`src/include/dps_map.svh`:
```
/*
 Constants of the drive protection and start interlock block: register
 offsets, field positions, reset values and timing figures.
 Assumes a 20 MHz clock and word-aligned byte offsets.
*/
// Notes on behaviour
// - Feedback current below 2 mA means wire break.
// - Break time 0 disables; else alarm within time.
// - Select: 0 none, 1 stop, 2 check, 3 both.
// - Stop key decelerates remote run, flags operation error.
// - Active run at check refuses start, flags error.
// - Check at power-on, alarm release, source change; the power-on check sees reset synchronisers and select 0, so never flags.
// - History clear erases, then returns to zero.
// - Bit0 without vector control lowers carrier, no trip.
// - Bit1 trips on supply phase loss.
// - Bit2 trips on output phase loss while running.
// - Bit3 picks factory or user capacitor threshold.
// - Bit4 gates discharge judgment; on-time judgment stays.
// - Fan lock trips and coasts unless bit5 set.
// - Fan lock always drives overheat and lifetime outputs.
// - Start forces fan on, then lock is seen.
// - Bit6 trips on braking transistor fault.
// - Protection word is decimal byte, default 83.
// - Bit7 picks lower or higher enclosure class.
`ifndef DPS_MAP_SVH
`define DPS_MAP_SVH
`define DPS_OFS_BREAK_TIME 8'h00
`define DPS_OFS_STOP_SEL 8'h04
`define DPS_OFS_HIST_CLR 8'h08
`define DPS_OFS_PROT_MODE 8'h0c
`define DPS_OFS_CTRL 8'h10
`define DPS_OFS_STATUS 8'h14
`define DPS_RST_BREAK_TIME 16'h0000
`define DPS_RST_STOP_SEL 2'h0
`define DPS_RST_PROT_MODE 8'h53
`define DPS_RST_CTRL 2'h0
`define DPS_PM_CARRIER 0
`define DPS_PM_IN_PHASE 1
`define DPS_PM_OUT_PHASE 2
`define DPS_PM_CAP_USER 3
`define DPS_PM_CAP_DISCH 4
`define DPS_PM_FAN_RUN_ON 5
`define DPS_PM_BRAKE 6
`define DPS_PM_ENCLOSURE 7
`define DPS_SEL_STOP_PRIO 0
`define DPS_SEL_START_CHK 1
`define DPS_CTRL_VECTOR 0
`define DPS_CTRL_FAN_ONOFF 1
`define DPS_CLK_PERIOD_NS 50
`define DPS_BREAK_UNIT_MS 100
`endif

```
`src/include/dps_pkg.sv`:
```
/*
 Types of the drive protection and start interlock block.
 Assumes the constants header is included where offsets are needed.
*/
package dps_pkg;
	typedef enum logic [1:0] {DPS_IDLE, DPS_RUN, DPS_DECEL} dps_run_t;
	typedef enum logic [1:0] {DPS_SRC_TERM, DPS_SRC_KEY, DPS_SRC_LINK} dps_src_t;
endpackage

```
`src/design/dps_protect.sv`:
```
/*
 Protection and start interlock logic of a motor drive: wire-break
 timer, stop-key priority, start check, trip latches, protection word.
 Assumes status inputs come from pins (synchronised here) and a plain
 register port with read data one cycle after the read strobe.
*/
`timescale 1ns/1ps
`include "dps_map.svh"
module dps_protect
	import dps_pkg::*;
#(
	parameter int unsigned TICK_CYCLES =
		`DPS_BREAK_UNIT_MS * 1000000 / `DPS_CLK_PERIOD_NS
)
(
	input wire logic clock,
	input wire logic arst_n,
	input wire logic [7:0] reg_addr,
	input wire logic [31:0] reg_wdata,
	input wire logic reg_wr,
	input wire logic reg_rd,
	output logic [31:0] reg_rdata,
	input wire logic fb_below_2ma,
	input wire logic stop_key,
	input wire logic alarm_reset_key,
	input wire logic alarm_reset_input,
	input wire logic link_enable_input,
	input wire logic local_select_input,
	input wire logic run_terminal,
	input wire logic run_keypad,
	input wire logic run_link,
	input wire logic motor_stopped,
	input wire logic heatsink_hot,
	input wire logic drive_overload,
	input wire logic supply_phase_loss,
	input wire logic output_phase_loss,
	input wire logic fan_locked,
	input wire logic brake_fault,
	input wire logic cap_worn_factory,
	input wire logic cap_worn_user,
	input wire logic cap_ontime_worn,
	output logic run_enable,
	output logic decel_stop,
	output logic coast_stop,
	output logic carrier_lower,
	output logic fan_on,
	output logic overheat_output,
	output logic lifetime_output,
	output logic enclosure_high_class,
	output logic alarm_history_clear_pulse,
	output logic operation_error_alarm,
	output logic wire_break_alarm,
	output logic input_phase_loss_alarm,
	output logic output_phase_loss_alarm,
	output logic heatsink_overheat_alarm,
	output logic drive_overload_alarm,
	output logic braking_alarm
);

	localparam int NIN = 19;

	logic [NIN-1:0] sync1_r;
	logic [NIN-1:0] sync2_r;
	logic [NIN-1:0] pins;
	logic s_fb_low, s_stop, s_rst_key, s_rst_in, s_le, s_loc;
	logic s_run_t, s_run_k, s_run_l, s_stopped, s_hot, s_ovl;
	logic s_in_pl, s_out_pl, s_fan, s_brk, s_cap_f, s_cap_u, s_cap_t;

	logic [15:0] break_time_r;
	logic [1:0] stop_sel_r;
	logic [7:0] prot_mode_r;
	logic [1:0] ctrl_r;
	logic hist_clr_r;

	dps_run_t run_state_r;
	dps_src_t src_r;
	dps_src_t src_nxt;
	logic stop_key_d_r;
	logic rst_d_r;
	logic power_on_chk_r;
	logic [31:0] tick_cnt_r;
	// Full width, so no break time can wrap the count
	logic [15:0] break_cnt_r;
	logic [5:0] trip_r;
	logic op_err_r;
	logic ovl_trip_r;

	logic tick;
	logic any_run;
	logic src_run;
	logic alarm_release;
	logic check_now;
	logic stop_prio_hit;
	logic fan_lock_seen;
	logic hot_event;
	logic carrier_mode;
	logic tripped;
	logic [5:0] trip_set;
	logic break_expired;

	assign pins = {fb_below_2ma, stop_key, alarm_reset_key, alarm_reset_input,
		link_enable_input, local_select_input, run_terminal, run_keypad,
		run_link, motor_stopped, heatsink_hot, drive_overload,
		supply_phase_loss, output_phase_loss, fan_locked, brake_fault,
		cap_worn_factory, cap_worn_user, cap_ontime_worn};

	// Shared address match of write and clear decode
	function automatic logic dps_hit(input logic [7:0] addr, input logic [7:0] ofs);
		dps_hit = (addr == ofs);
	endfunction

	// Only the second stage is read; the first may be metastable
	always_ff @(posedge clock or negedge arst_n)
	begin
		if (!arst_n)
		begin
			sync1_r <= '0;
			sync2_r <= '0;
		end
		else
		begin
			sync1_r <= pins;
			sync2_r <= sync1_r;
		end
	end

	assign {s_fb_low, s_stop, s_rst_key, s_rst_in, s_le, s_loc, s_run_t,
		s_run_k, s_run_l, s_stopped, s_hot, s_ovl, s_in_pl, s_out_pl,
		s_fan, s_brk, s_cap_f, s_cap_u, s_cap_t} = sync2_r;

	// Register writes
	always_ff @(posedge clock or negedge arst_n)
	begin
		if (!arst_n)
		begin
			break_time_r <= `DPS_RST_BREAK_TIME;
			stop_sel_r <= `DPS_RST_STOP_SEL;
			prot_mode_r <= `DPS_RST_PROT_MODE;
			ctrl_r <= `DPS_RST_CTRL;
		end
		else if (reg_wr)
		begin
			if (dps_hit(reg_addr, `DPS_OFS_BREAK_TIME))
				break_time_r <= reg_wdata[15:0];
			if (dps_hit(reg_addr, `DPS_OFS_STOP_SEL))
				stop_sel_r <= reg_wdata[1:0];
			if (dps_hit(reg_addr, `DPS_OFS_PROT_MODE))
				prot_mode_r <= reg_wdata[7:0];
			if (dps_hit(reg_addr, `DPS_OFS_CTRL))
				ctrl_r <= reg_wdata[1:0];
		end
	end

	always_ff @(posedge clock or negedge arst_n)
	begin
		if (!arst_n)
			hist_clr_r <= 1'b0;
		else
			hist_clr_r <= reg_wr && dps_hit(reg_addr, `DPS_OFS_HIST_CLR) && reg_wdata[0];
	end
	assign alarm_history_clear_pulse = hist_clr_r;

	// Read data, one cycle after strobe
	always_ff @(posedge clock or negedge arst_n)
	begin
		if (!arst_n)
			reg_rdata <= '0;
		else if (reg_rd)
		begin
			unique case (reg_addr)
				`DPS_OFS_BREAK_TIME: reg_rdata <= {16'h0000, break_time_r};
				`DPS_OFS_STOP_SEL: reg_rdata <= {30'h0, stop_sel_r};
				`DPS_OFS_PROT_MODE: reg_rdata <= {24'h0, prot_mode_r};
				`DPS_OFS_CTRL: reg_rdata <= {30'h0, ctrl_r};
				`DPS_OFS_STATUS: reg_rdata <= {18'h0, lifetime_output,
					overheat_output, fan_on, carrier_lower, run_state_r,
					op_err_r, ovl_trip_r, trip_r};
				default: reg_rdata <= '0;
			endcase
		end
		// Zero outside the answer cycle, so stale data never stands
		else
			reg_rdata <= '0;
	end

	// Run source select
	always_comb
	begin
		if (s_loc)
			src_nxt = DPS_SRC_KEY;
		else if (s_le)
			src_nxt = DPS_SRC_LINK;
		else
			src_nxt = DPS_SRC_TERM;
	end

	always_comb
	begin
		unique case (src_r)
			DPS_SRC_KEY: src_run = s_run_k;
			DPS_SRC_LINK: src_run = s_run_l;
			default: src_run = s_run_t;
		endcase
	end

	assign any_run = s_run_t | s_run_k | s_run_l;

	always_ff @(posedge clock or negedge arst_n)
	begin
		if (!arst_n)
		begin
			src_r <= DPS_SRC_TERM;
			stop_key_d_r <= 1'b0;
			rst_d_r <= 1'b0;
			power_on_chk_r <= 1'b1;
		end
		else
		begin
			src_r <= src_nxt;
			stop_key_d_r <= s_stop;
			rst_d_r <= s_rst_key | s_rst_in;
			power_on_chk_r <= 1'b0;
		end
	end

	// release by key or reset input
	assign alarm_release = (s_rst_key | s_rst_in) & ~rst_d_r;

	assign check_now = power_on_chk_r | alarm_release | (src_nxt != src_r);

	// bit0 stop priority, bit1 start check
	// stop key wins over remote run
	assign stop_prio_hit = stop_sel_r[`DPS_SEL_STOP_PRIO] & s_stop &
		~stop_key_d_r & (src_r != DPS_SRC_KEY) & (run_state_r == DPS_RUN);

	// Operation error: set wins over release
	always_ff @(posedge clock or negedge arst_n)
	begin
		if (!arst_n)
			op_err_r <= 1'b0;
		else if (stop_sel_r[`DPS_SEL_START_CHK] && check_now && any_run)
			op_err_r <= 1'b1;
		else if (stop_prio_hit)
			op_err_r <= 1'b1;
		else if (alarm_release)
			op_err_r <= 1'b0;
	end
	assign operation_error_alarm = op_err_r;

	// Tenth-second prescaler for break timer
	always_ff @(posedge clock or negedge arst_n)
	begin
		if (!arst_n)
			tick_cnt_r <= '0;
		else if (tick)
			tick_cnt_r <= '0;
		else
			tick_cnt_r <= tick_cnt_r + 32'h1;
	end
	assign tick = (tick_cnt_r == TICK_CYCLES - 1);

	always_ff @(posedge clock or negedge arst_n)
	begin
		if (!arst_n)
			break_cnt_r <= '0;
		else if (!s_fb_low || break_time_r == 16'h0000)
			break_cnt_r <= '0;
		else if (tick && !break_expired)
			break_cnt_r <= break_cnt_r + 16'h1;
	end
	assign break_expired = (break_cnt_r >= break_time_r);

	assign fan_on = ~ctrl_r[`DPS_CTRL_FAN_ONOFF] | (run_state_r != DPS_IDLE) |
		(src_run & ~tripped);
	assign fan_lock_seen = s_fan & fan_on;

	assign carrier_mode = prot_mode_r[`DPS_PM_CARRIER] & ~ctrl_r[`DPS_CTRL_VECTOR];
	assign hot_event = s_hot | s_ovl;
	assign carrier_lower = carrier_mode & hot_event;

	always_comb
	begin
		trip_set = '0;
		trip_set[0] = s_fb_low & (break_time_r != 16'h0000) & break_expired;
		trip_set[1] = prot_mode_r[`DPS_PM_IN_PHASE] & s_in_pl;
		trip_set[2] = prot_mode_r[`DPS_PM_OUT_PHASE] & s_out_pl &
			(run_state_r == DPS_RUN);
		trip_set[3] = (fan_lock_seen & ~prot_mode_r[`DPS_PM_FAN_RUN_ON]) |
			(s_hot & ~carrier_mode);
		trip_set[4] = prot_mode_r[`DPS_PM_BRAKE] & s_brk;
		trip_set[5] = fan_lock_seen & ~prot_mode_r[`DPS_PM_FAN_RUN_ON];
	end

	// latched trips, set beats release
	// Release loads present causes, so a standing fault relatches
	always_ff @(posedge clock or negedge arst_n)
	begin
		if (!arst_n)
			trip_r <= '0;
		else if (alarm_release)
			trip_r <= trip_set;
		else
			trip_r <= trip_r | trip_set;
	end

	always_ff @(posedge clock or negedge arst_n)
	begin
		if (!arst_n)
			ovl_trip_r <= 1'b0;
		else if (s_ovl && !carrier_mode)
			ovl_trip_r <= 1'b1;
		else if (alarm_release)
			ovl_trip_r <= 1'b0;
	end

	assign wire_break_alarm = trip_r[0];
	assign input_phase_loss_alarm = trip_r[1];
	assign output_phase_loss_alarm = trip_r[2];
	assign heatsink_overheat_alarm = trip_r[3];
	assign braking_alarm = trip_r[4];
	assign drive_overload_alarm = ovl_trip_r;
	assign tripped = (|trip_r) | ovl_trip_r;

	// Run sequencer
	always_ff @(posedge clock or negedge arst_n)
	begin
		if (!arst_n)
			run_state_r <= DPS_IDLE;
		else
		begin
			unique case (run_state_r)
				DPS_IDLE:
					if (src_run && !tripped && !op_err_r && !check_now)
						run_state_r <= DPS_RUN;
				DPS_RUN:
					// A trip other than overload in the same cycle drops drive at once
					if (tripped || (|trip_set))
						run_state_r <= DPS_IDLE;
					else if (stop_prio_hit || !src_run)
						run_state_r <= DPS_DECEL;
				DPS_DECEL:
					if (s_stopped || tripped)
						run_state_r <= DPS_IDLE;
				default: run_state_r <= DPS_IDLE;
			endcase
		end
	end

	assign run_enable = (run_state_r == DPS_RUN);
	assign decel_stop = (run_state_r == DPS_DECEL);
	// Any trip removes drive at once
	assign coast_stop = tripped;

	assign overheat_output = fan_lock_seen;
	assign lifetime_output = fan_lock_seen | s_cap_t |
		(prot_mode_r[`DPS_PM_CAP_DISCH] &
		(prot_mode_r[`DPS_PM_CAP_USER] ? s_cap_u : s_cap_f));
	assign enclosure_high_class = prot_mode_r[`DPS_PM_ENCLOSURE];

endmodule

```
`config.mk`:
```
export PLATFORM = sky130hd
export DESIGN_NAME = dps_protect
export DESIGN_NICKNAME = d
export VERILOG_FILES = /design/src/include/dps_pkg.sv /design/src/design/dps_protect.sv
export VERILOG_INCLUDE_DIRS = /design/src /design/src/include
export SDC_FILE = /design/constraint.sdc
export NUM_CORES = 1
export LEC_CHECK = 0
export BUFFER_PORTS_ARGS = -buffer_cell sky130_fd_sc_hd__buf_2
export CELL_PAD_IN_SITES_DETAIL_PLACEMENT = 2
export CELL_PAD_IN_SITES_GLOBAL_PLACEMENT = 2
export CORE_MARGIN = 4
export CORE_UTILIZATION = 39
export DETAILED_ROUTE_END_ITERATION = 10
export GPL_ROUTABILITY_DRIVEN = 0
export PLACE_DENSITY_LB_ADDON = 0.2
export SETUP_SLACK_MARGIN = 0.02
export SLEW_MARGIN = 20
export SYNTH_ARGS = -nofsm -noshare
export SYNTH_HDL_FRONTEND = slang
export SYNTH_SLANG_ARGS = --single-unit
```
`constraint.sdc`:
```
create_clock -name clock -period 5.7 [get_ports clock]
set_input_delay 1.14 -clock clock [delete_from_list [all_inputs] [get_ports clock]]
set_output_delay 1.14 -clock clock [all_outputs]
set_load 0.005 [all_outputs]
```
==> results of run 1 <==
-- flip-flops by register name, indices dropped and copies added, names as in the netlist --
signal / flops
prot_mode_r: 8
sync2_r: 19
alarm_history_clear_pulse: 1
run_state_r: 2
src_r: 2
stop_sel_r: 2
break_time_r: 16
drive_overload_alarm: 1
trip_r: 6
break_cnt_r: 16
reg_rdata: 16
rst_d_r: 1
power_on_chk_r: 1
tick_cnt_r: 32
operation_error_alarm: 1
ctrl_r: 2
sync1_r: 19
stop_key_d_r: 1
-- metrics by stage --
stage,total power [mW],cell area (um2),instances,hold slack [ps]
detailed placement,1.25,6970,842,337
global placement,1.24,6970,842,333
global route,2.42,7540,874,358
finish,2.32,7540,874,348
CTS,2.35,7540,874,351
floorplan,1.18,6470,575,331
-- routing by layer --
layer / routed length (um) / part of all wire [%]
met5: 0 / 0
met4: 113 / 0.63
met3: 876 / 4.9
met2: 9200 / 51
met1: 7840 / 43
-- path summary, 6_finish.rpt --
path | startpoint | to | slack (ps) | depth (start not counted)
max | trip_r[4] | lifetime_output | 2070 | 5
min | sync1_r[14] | sync2_r[14] | 350 | 0
max reg2reg | tick_cnt_r[0] | break_cnt_r[15] | 3060 | 7
min reg2reg | sync1_r[14] | sync2_r[14] | 350 | 0
max in group asynchronous | arst_n | power_on_chk_r | 3790 | 2
min in group asynchronous | arst_n | reg_rdata[0] | 830 | 1
-- area by class of cell --
| cell class | count | area (um2) |
|---|---|---|
| Tap cell | 216 | 270 |
| Clock buffer | 19 | 443 |
| Multi-Input combinational cell | 374 | 2530 |
| Clock inverter | 13 | 125 |
| Fill cell | 1714 | 8460 |
| Sequential cell | 146 | 3660 |
| Inverter | 26 | 97.6 |
| Timing Repair Buffer | 80 | 414 |
-- cells in the final DEF (no fill, tap or decap), types with 7 or more instances in the layout --
cell type,instances
buf_2,77
dfrtp_1,141
nand4_1,20
and3_1,12
a21oi_1,29
nor2_1,36
or3_1,14
nor4_1,7
ha_1,20
nand2_1,43
conb_1,17
mux2_2,33
clkbuf_16,17
nand3_1,15
xor2_1,14
xnor2_1,15
inv_1,26
o21ai_0,19
-- cell usage after synthesis (14+ instances only) --
cell type	n	area, um2
a21oi_1	29	145
buf_4	16	120
dfrtp_1	141	3530
ha_1	20	250
inv_1	26	97.6
mux2_2	33	372
nand2_1	43	161
nand3_1	15	75.1
nand4_1	20	125
nor2_1	36	135
o21ai_0	19	95.1
or3_1	14	87.6
xnor2_1	15	131
xor2_1	14	123
-- worst register-to-register path, stage by stage, from the launching register on --
cell and delay [ps]:
dfrtp_1 390, ha_1 210, nand3_1 240, nor2_2 350, and4_4 420, nand4_4 330
or3_1 450, a21oi_1 170
-- cell families (layout without fill, tap and decap cells) --
logic type               Yosys count  after routing
adder cells (fa/ha/maj)           20             20
buffers and inverters             55            138
flip-flops                       146            146
AND/OR/NAND/NOR                  198            198
XOR/XNOR                          29             29
other                              1             17
AO/OA/AOI/OAI                     77             77
multiplexers                      33             33
-- power breakdown --
| group | leakage, nW | total, mW | internal [mW] | switching (mW) |
|---|---|---|---|---|
| Sequential | 1.89 | 1.10 | 1.07 | 0.0315 |
| Combinational | 1.36 | 0.132 | 0.0503 | 0.0818 |
| Clock | 0.280 | 1.09 | 0.620 | 0.465 |
==> out/qor.csv, run 1 <==
stage,metric,value,unit
yosys,Syn Inst Count,559,
yosys,Synth Area in Adders,3.91,%
cts,clock-pin slew of the registers on the worst-case setup and hold paths,60,ps
setup_path,"delay-heaviest family, CP",simple AND/OR/NAND/NOR gates,
grt,first-pass GRT wire length,29400,um
routing,Routed WL,18000,um
grt,busiest layer in global routing,met2,
yosys,top_reg_cell synth,dfrtp_1,
setup_path,"Req. time, crit path",4560,ps
place,DP HPWL,12700,um
cts,worst-skew pair later-pin latency,420,ps
yosys,distinct cell type count after synthesis,54,
cts,clock sink total,146,
yosys,number of flops mapped to enable cells by yosys,0,
cts,Clock Tree Root,clkbuf_16,
yosys,largest family of logic cells by synthesized area,simple AND/OR/NAND/NOR gates,
routing,Starting DRT DRC Count,194,
timing,crit path time final,3630,ps
cts,Longest Clk Path Bufs,2,
grt,vias in the first global route,5269,
yosys,Compound-Gate Fraction of Synth Area,7.79,%
timing,fin crit share,63.7,%
grt,GR Layer Usage met3,5.07,%
power_and_ir_drop,Pwr per Cell Area,308,nW/um2
grt,Tot GR Track Use,20.8,%
yosys,"Seq/Total Area, Yosys",57.1,%
die,initial core utilization,40.0,%
timing,Final Setup Violations,0,
setup_path,CP max stage delay,550,ps
grt,largest net degree at the start of global routing,111,
yosys,"FFs w/ async S/R, synth",100,%
setup_path,WP data arrival,2490,ps
place,pre-CTS setup slack,2530,ps
yosys,Synth Area in XOR/XNOR,3.96,%
timing,post-route setup TNS,0,ps
place,input/output buffers,78,
setup_path,critical path class,reg -> out,
grt,initial antenna violation count,0,
cts,H-tree levels,4,
grt,total congestion overflow,0,
timing,RSZ-0062 raised after global routing,no,
routing,drt via density,5.35,
setup_path,Worst Setup End Kind,output port,
yosys,simple-gate share of the synthesized area,17.1,%
timing,Slew headroom,40.8,%
routing,post-route ant nets,0,
hold_path,Worst Hold Class,reg -> reg,
job,Max Cap Viol,0,
layout,P&R area growth vs syn,17.7,%
die,Horiz. Die Dim,136,um
routing,drt first pass iters,6,
setup_path,critical-path cell list,or4_1 > o41ai_2 > nand2_1 > nand2_1 > buf_2,
grt,GR Util met2,35.8,%
cts,TritonCTS clock tree,done,
timing,PnR worst setup slack,2070,ps
grt,GR Util met1,26.5,%
cts,cts hold-fix bufs,0,
setup_path,cell mode on critical path,nand2_1,
yosys,mux cell area share after synthesis,5.80,%
power_and_ir_drop,Worst VDD drop,0.000218,V
die,die height,136,um
status,outcome,"complete, no violations",
die,core area,16000,um2
timing,skew final,7.44,ps
routing,Remaining DRCs,0,
timing,Worst Tran Pin Value,888,ps
cts,CTS buffer count,17,
cts,setup bufs post-CTS,0,
power_and_ir_drop,Pleak,3.53,nW
layout,Finished Core Util,47.1,%
layout,NumNets Final,728,
setup_path,"Max FO, Critical Path",4,
yosys,synthesized area,6410,um2
yosys,synthesized flop and latch total,146,
yosys,syn_area_per_cell,11.5,um2
setup_path,Startpoint Class,register,
layout,share of cells above drive strength 1,24.5,%
setup_path,CP bufs+invs,1,
die,num rows,46,
layout,Ant. Diodes,0,
yosys,Synth Warn #,0,
timing,final hold viol count,0,
timing,"Slew Viols, Final",0,
die,die area,18500,um2
cts,CTS resizes,0,
routing,Avg WL per Cell,20.6,um
die,I/O pins,111,
routing,via count,4673,
timing,Max Fclk,0.276,GHz
setup_path,Slowest cell on crit path,or4_1,
Power figures use the tool's default switching activity.
==> run 2, diff against run 1 <==
--- a/config.mk
+++ b/config.mk
@@ -10,7 +10,7 @@
 export CELL_PAD_IN_SITES_DETAIL_PLACEMENT = 2
 export CELL_PAD_IN_SITES_GLOBAL_PLACEMENT = 2
 export CORE_MARGIN = 4
-export CORE_UTILIZATION = 39
+export CORE_UTILIZATION = 33
 export DETAILED_ROUTE_END_ITERATION = 10
 export GPL_ROUTABILITY_DRIVEN = 0
 export PLACE_DENSITY_LB_ADDON = 0.2
==> constraint.sdc (replaced) <==
create_clock -name clock -period 3.2 [get_ports clock]
set_input_delay 0.64 -clock clock [delete_from_list [all_inputs] [get_ports clock]]
set_output_delay 0.64 -clock clock [all_outputs]
set_load 0.005 [all_outputs]
==> run 2 against run 1 <==
Against the previous run:
- register-to-register slack got worse by 2500 ps
- sequential power increased by 78%
- cell count increased by 5.5%
- count of clock-buffer cells in the layout unchanged
- routed wire length decreased by 1.2%
- sequential share of layout area decreased by 0.84 points
- critical path type unchanged
- total power increased by 82%
- non-clock buffer count increased by 4
- combinational power increased by 86%
- critical endpoint unchanged
==> out/qor.csv, run 2 (synthesis gave the netlist of run 1 again) <==
stage,metric,value,unit
routing,drt first pass iters,4,
die,core area,18900,um2
cts,CTS buffer count,17,
die,initial core utilization,33.9,%
routing,Routed WL,17800,um
setup_path,Slowest cell on crit path,or4_1,
timing,Final Setup Violations,0,
job,Max Cap Viol,0,
die,I/O pins,111,
timing,fin crit share,95.5,%
die,die area,21700,um2
routing,uppermost layer routed,met4,
setup_path,critical path class,reg -> out,
layout,final std cells w/o fill,922,
status,outcome,"complete, no violations",
layout,largest registers,"tick_cnt_r (32), sync1_r (19), sync2_r (19)",
setup_path,Worst Setup End Kind,output port,
layout,most frequent cells in the layout,"141 x dfrtp_1, 77 x buf_2, 42 x nand2_1, 36 x nor2_1, 33 x mux2_2",
timing,post-route setup TNS,0,ps
power_and_ir_drop,Pwr per Cell Area,550,nW/um2
layout,P&R area growth vs syn,19.8,%
layout,# fillers,1994,
routing,Post-Route M1 WL,7750,um
timing,"Slew Viols, Final",0,
setup_path,Critical R2R Launch,break_time_r[0],
layout,"commonest non-fill, non-tap cell in the layout",dfrtp_1,
timing,Slew headroom,49.5,%
grt,initial antenna violation count,0,
setup_path,critical-path cell list,or4_1 > o41ai_4 > nand2_2 > nand2_1 > buf_2,
routing,Remaining DRCs,0,
setup_path,"Max FO, Critical Path",4,
timing,skew final,7.96,ps
grt,largest net degree at the start of global routing,80,
timing,crit path time final,3060,ps
cts,Clock Tree Root,clkbuf_16,
cts,worst-skew pair later-pin latency,430,ps
timing,RSZ-0062 raised after global routing,no,
cts,H-tree levels,4,
cts,clock sink total,146,
cts,setup bufs post-CTS,0,
timing,final hold viol count,0,
routing,Avg WL per Cell,19.3,um
power_and_ir_drop,Worst VDD drop,0.000395,V
power_and_ir_drop,Overall Power,4.22,mW
timing,Worst Tran Pin Value,755,ps
die,die height,147,um
power_and_ir_drop,Pleak,3.56,nW
layout,Ant. Diodes,0,
layout,NumNets Final,732,
layout,max FFs per register,32,
routing,drt via density,5.09,
setup_path,r2r endpoint,break_cnt_r[4],
grt,first-pass GRT wire length,29300,um
cts,TritonCTS clock tree,done,
layout,share of cells above drive strength 1,25.2,%
setup_path,WP data arrival,2420,ps
timing,Max Fclk,0.327,GHz
place,DP HPWL,12900,um
cts,clock-pin slew of the registers on the worst-case setup and hold paths,70,ps
hold_path,Worst Hold Class,in -> async,
cts,Longest Clk Path Bufs,2,
routing,post-route ant nets,0,
grt,vias in the first global route,5195,
setup_path,"Req. time, crit path",2560,ps
setup_path,CP Launch Point,trip_r[4],
setup_path,CP bufs+invs,1,
setup_path,reg-to-reg setup timing slack,600,ps
setup_path,CP max stage delay,590,ps
cts,cts hold-fix bufs,0,
setup_path,Startpoint Class,register,
setup_path,"delay-heaviest family, CP",simple AND/OR/NAND/NOR gates,
routing,via count,4689,
routing,routed wl met2,8970,um
die,Horiz. Die Dim,147,um
routing,met3 WL,876,um
routing,Starting DRT DRC Count,220,
grt,total congestion overflow,0,
layout,most flop-heavy register,tick_cnt_r,
grt,Tot GR Track Use,17.3,%
place,placed cell count,890,
place,input/output buffers,78,
die,num rows,50,
setup_path,FF-to-FF path depth,7,
-- run 2: timing repair --
item | in CTS | in global routing
endpoints found under the hold margin | 0 | 0
setup endpoints to repair | 1 | 1
pin swaps | 0 | 0
gates resized for setup | 1 | 1
-- run 2: routing by layer --
metal / GRT usage, % / vias to the layer above
li1: - / 2145
met1: 23.0 / 2424
met2: 28.7 / 103
met3: 3.61 / 17
met4: 5.03 / 0
met5: 0 / -
-- run 2: how the worst max path moves through the flow --
stage	end	slack, ps	cells after the start
floorplan	break_time_r[10]	870	6
global placement	lifetime_output	580	5
detailed placement	lifetime_output	470	5
CTS	lifetime_output	70	5
global route	lifetime_output	80	5
finish	lifetime_output	140	5
-- run 2: layout make-up --
class / count / area, um2 / area share (%)
Sequential cell: 146 / 3660 / 47.7
Multi-Input combinational cell: 374 / 2550 / 33.2
Timing Repair Buffer: 84 / 454 / 5.92
Clock buffer: 19 / 453 / 5.90
Tap cell: 260 / 325 / 4.24
Clock inverter: 13 / 139 / 1.81
Inverter: 26 / 97.6 / 1.27
-- run 2: worst register-to-register path, delay by kind of cell (launching register included) --
family,cells,cell delay [ps]
fa+ha+maj,1,320
simple gates,4,1220
compound gates,2,530
flops,1,460
-- run 2: where the power goes --
| part | total, mW | internal [mW] | leakage [nW] | switching [mW] |
|---|---|---|---|---|
| Clock | 2.01 | 1.14 | 0.283 | 0.870 |
| Combinational | 0.246 | 0.0965 | 1.39 | 0.150 |
| Sequential | 1.96 | 1.91 | 1.89 | 0.0568 |
-- run 2: per-stage QoR --
stage	setup slack (ps)	util (%)	cell area, um2	hold WS (ps)
6_report	144	40.6	7670	215
5_1_grt	75.7	40.6	7670	282
4_1_cts	66.3	40.6	7670	261
3_5_place_dp	467	37.4	7070	336
3_3_place_gp	580	37.4	7070	333
2_1_floorplan	870	-	6470	331
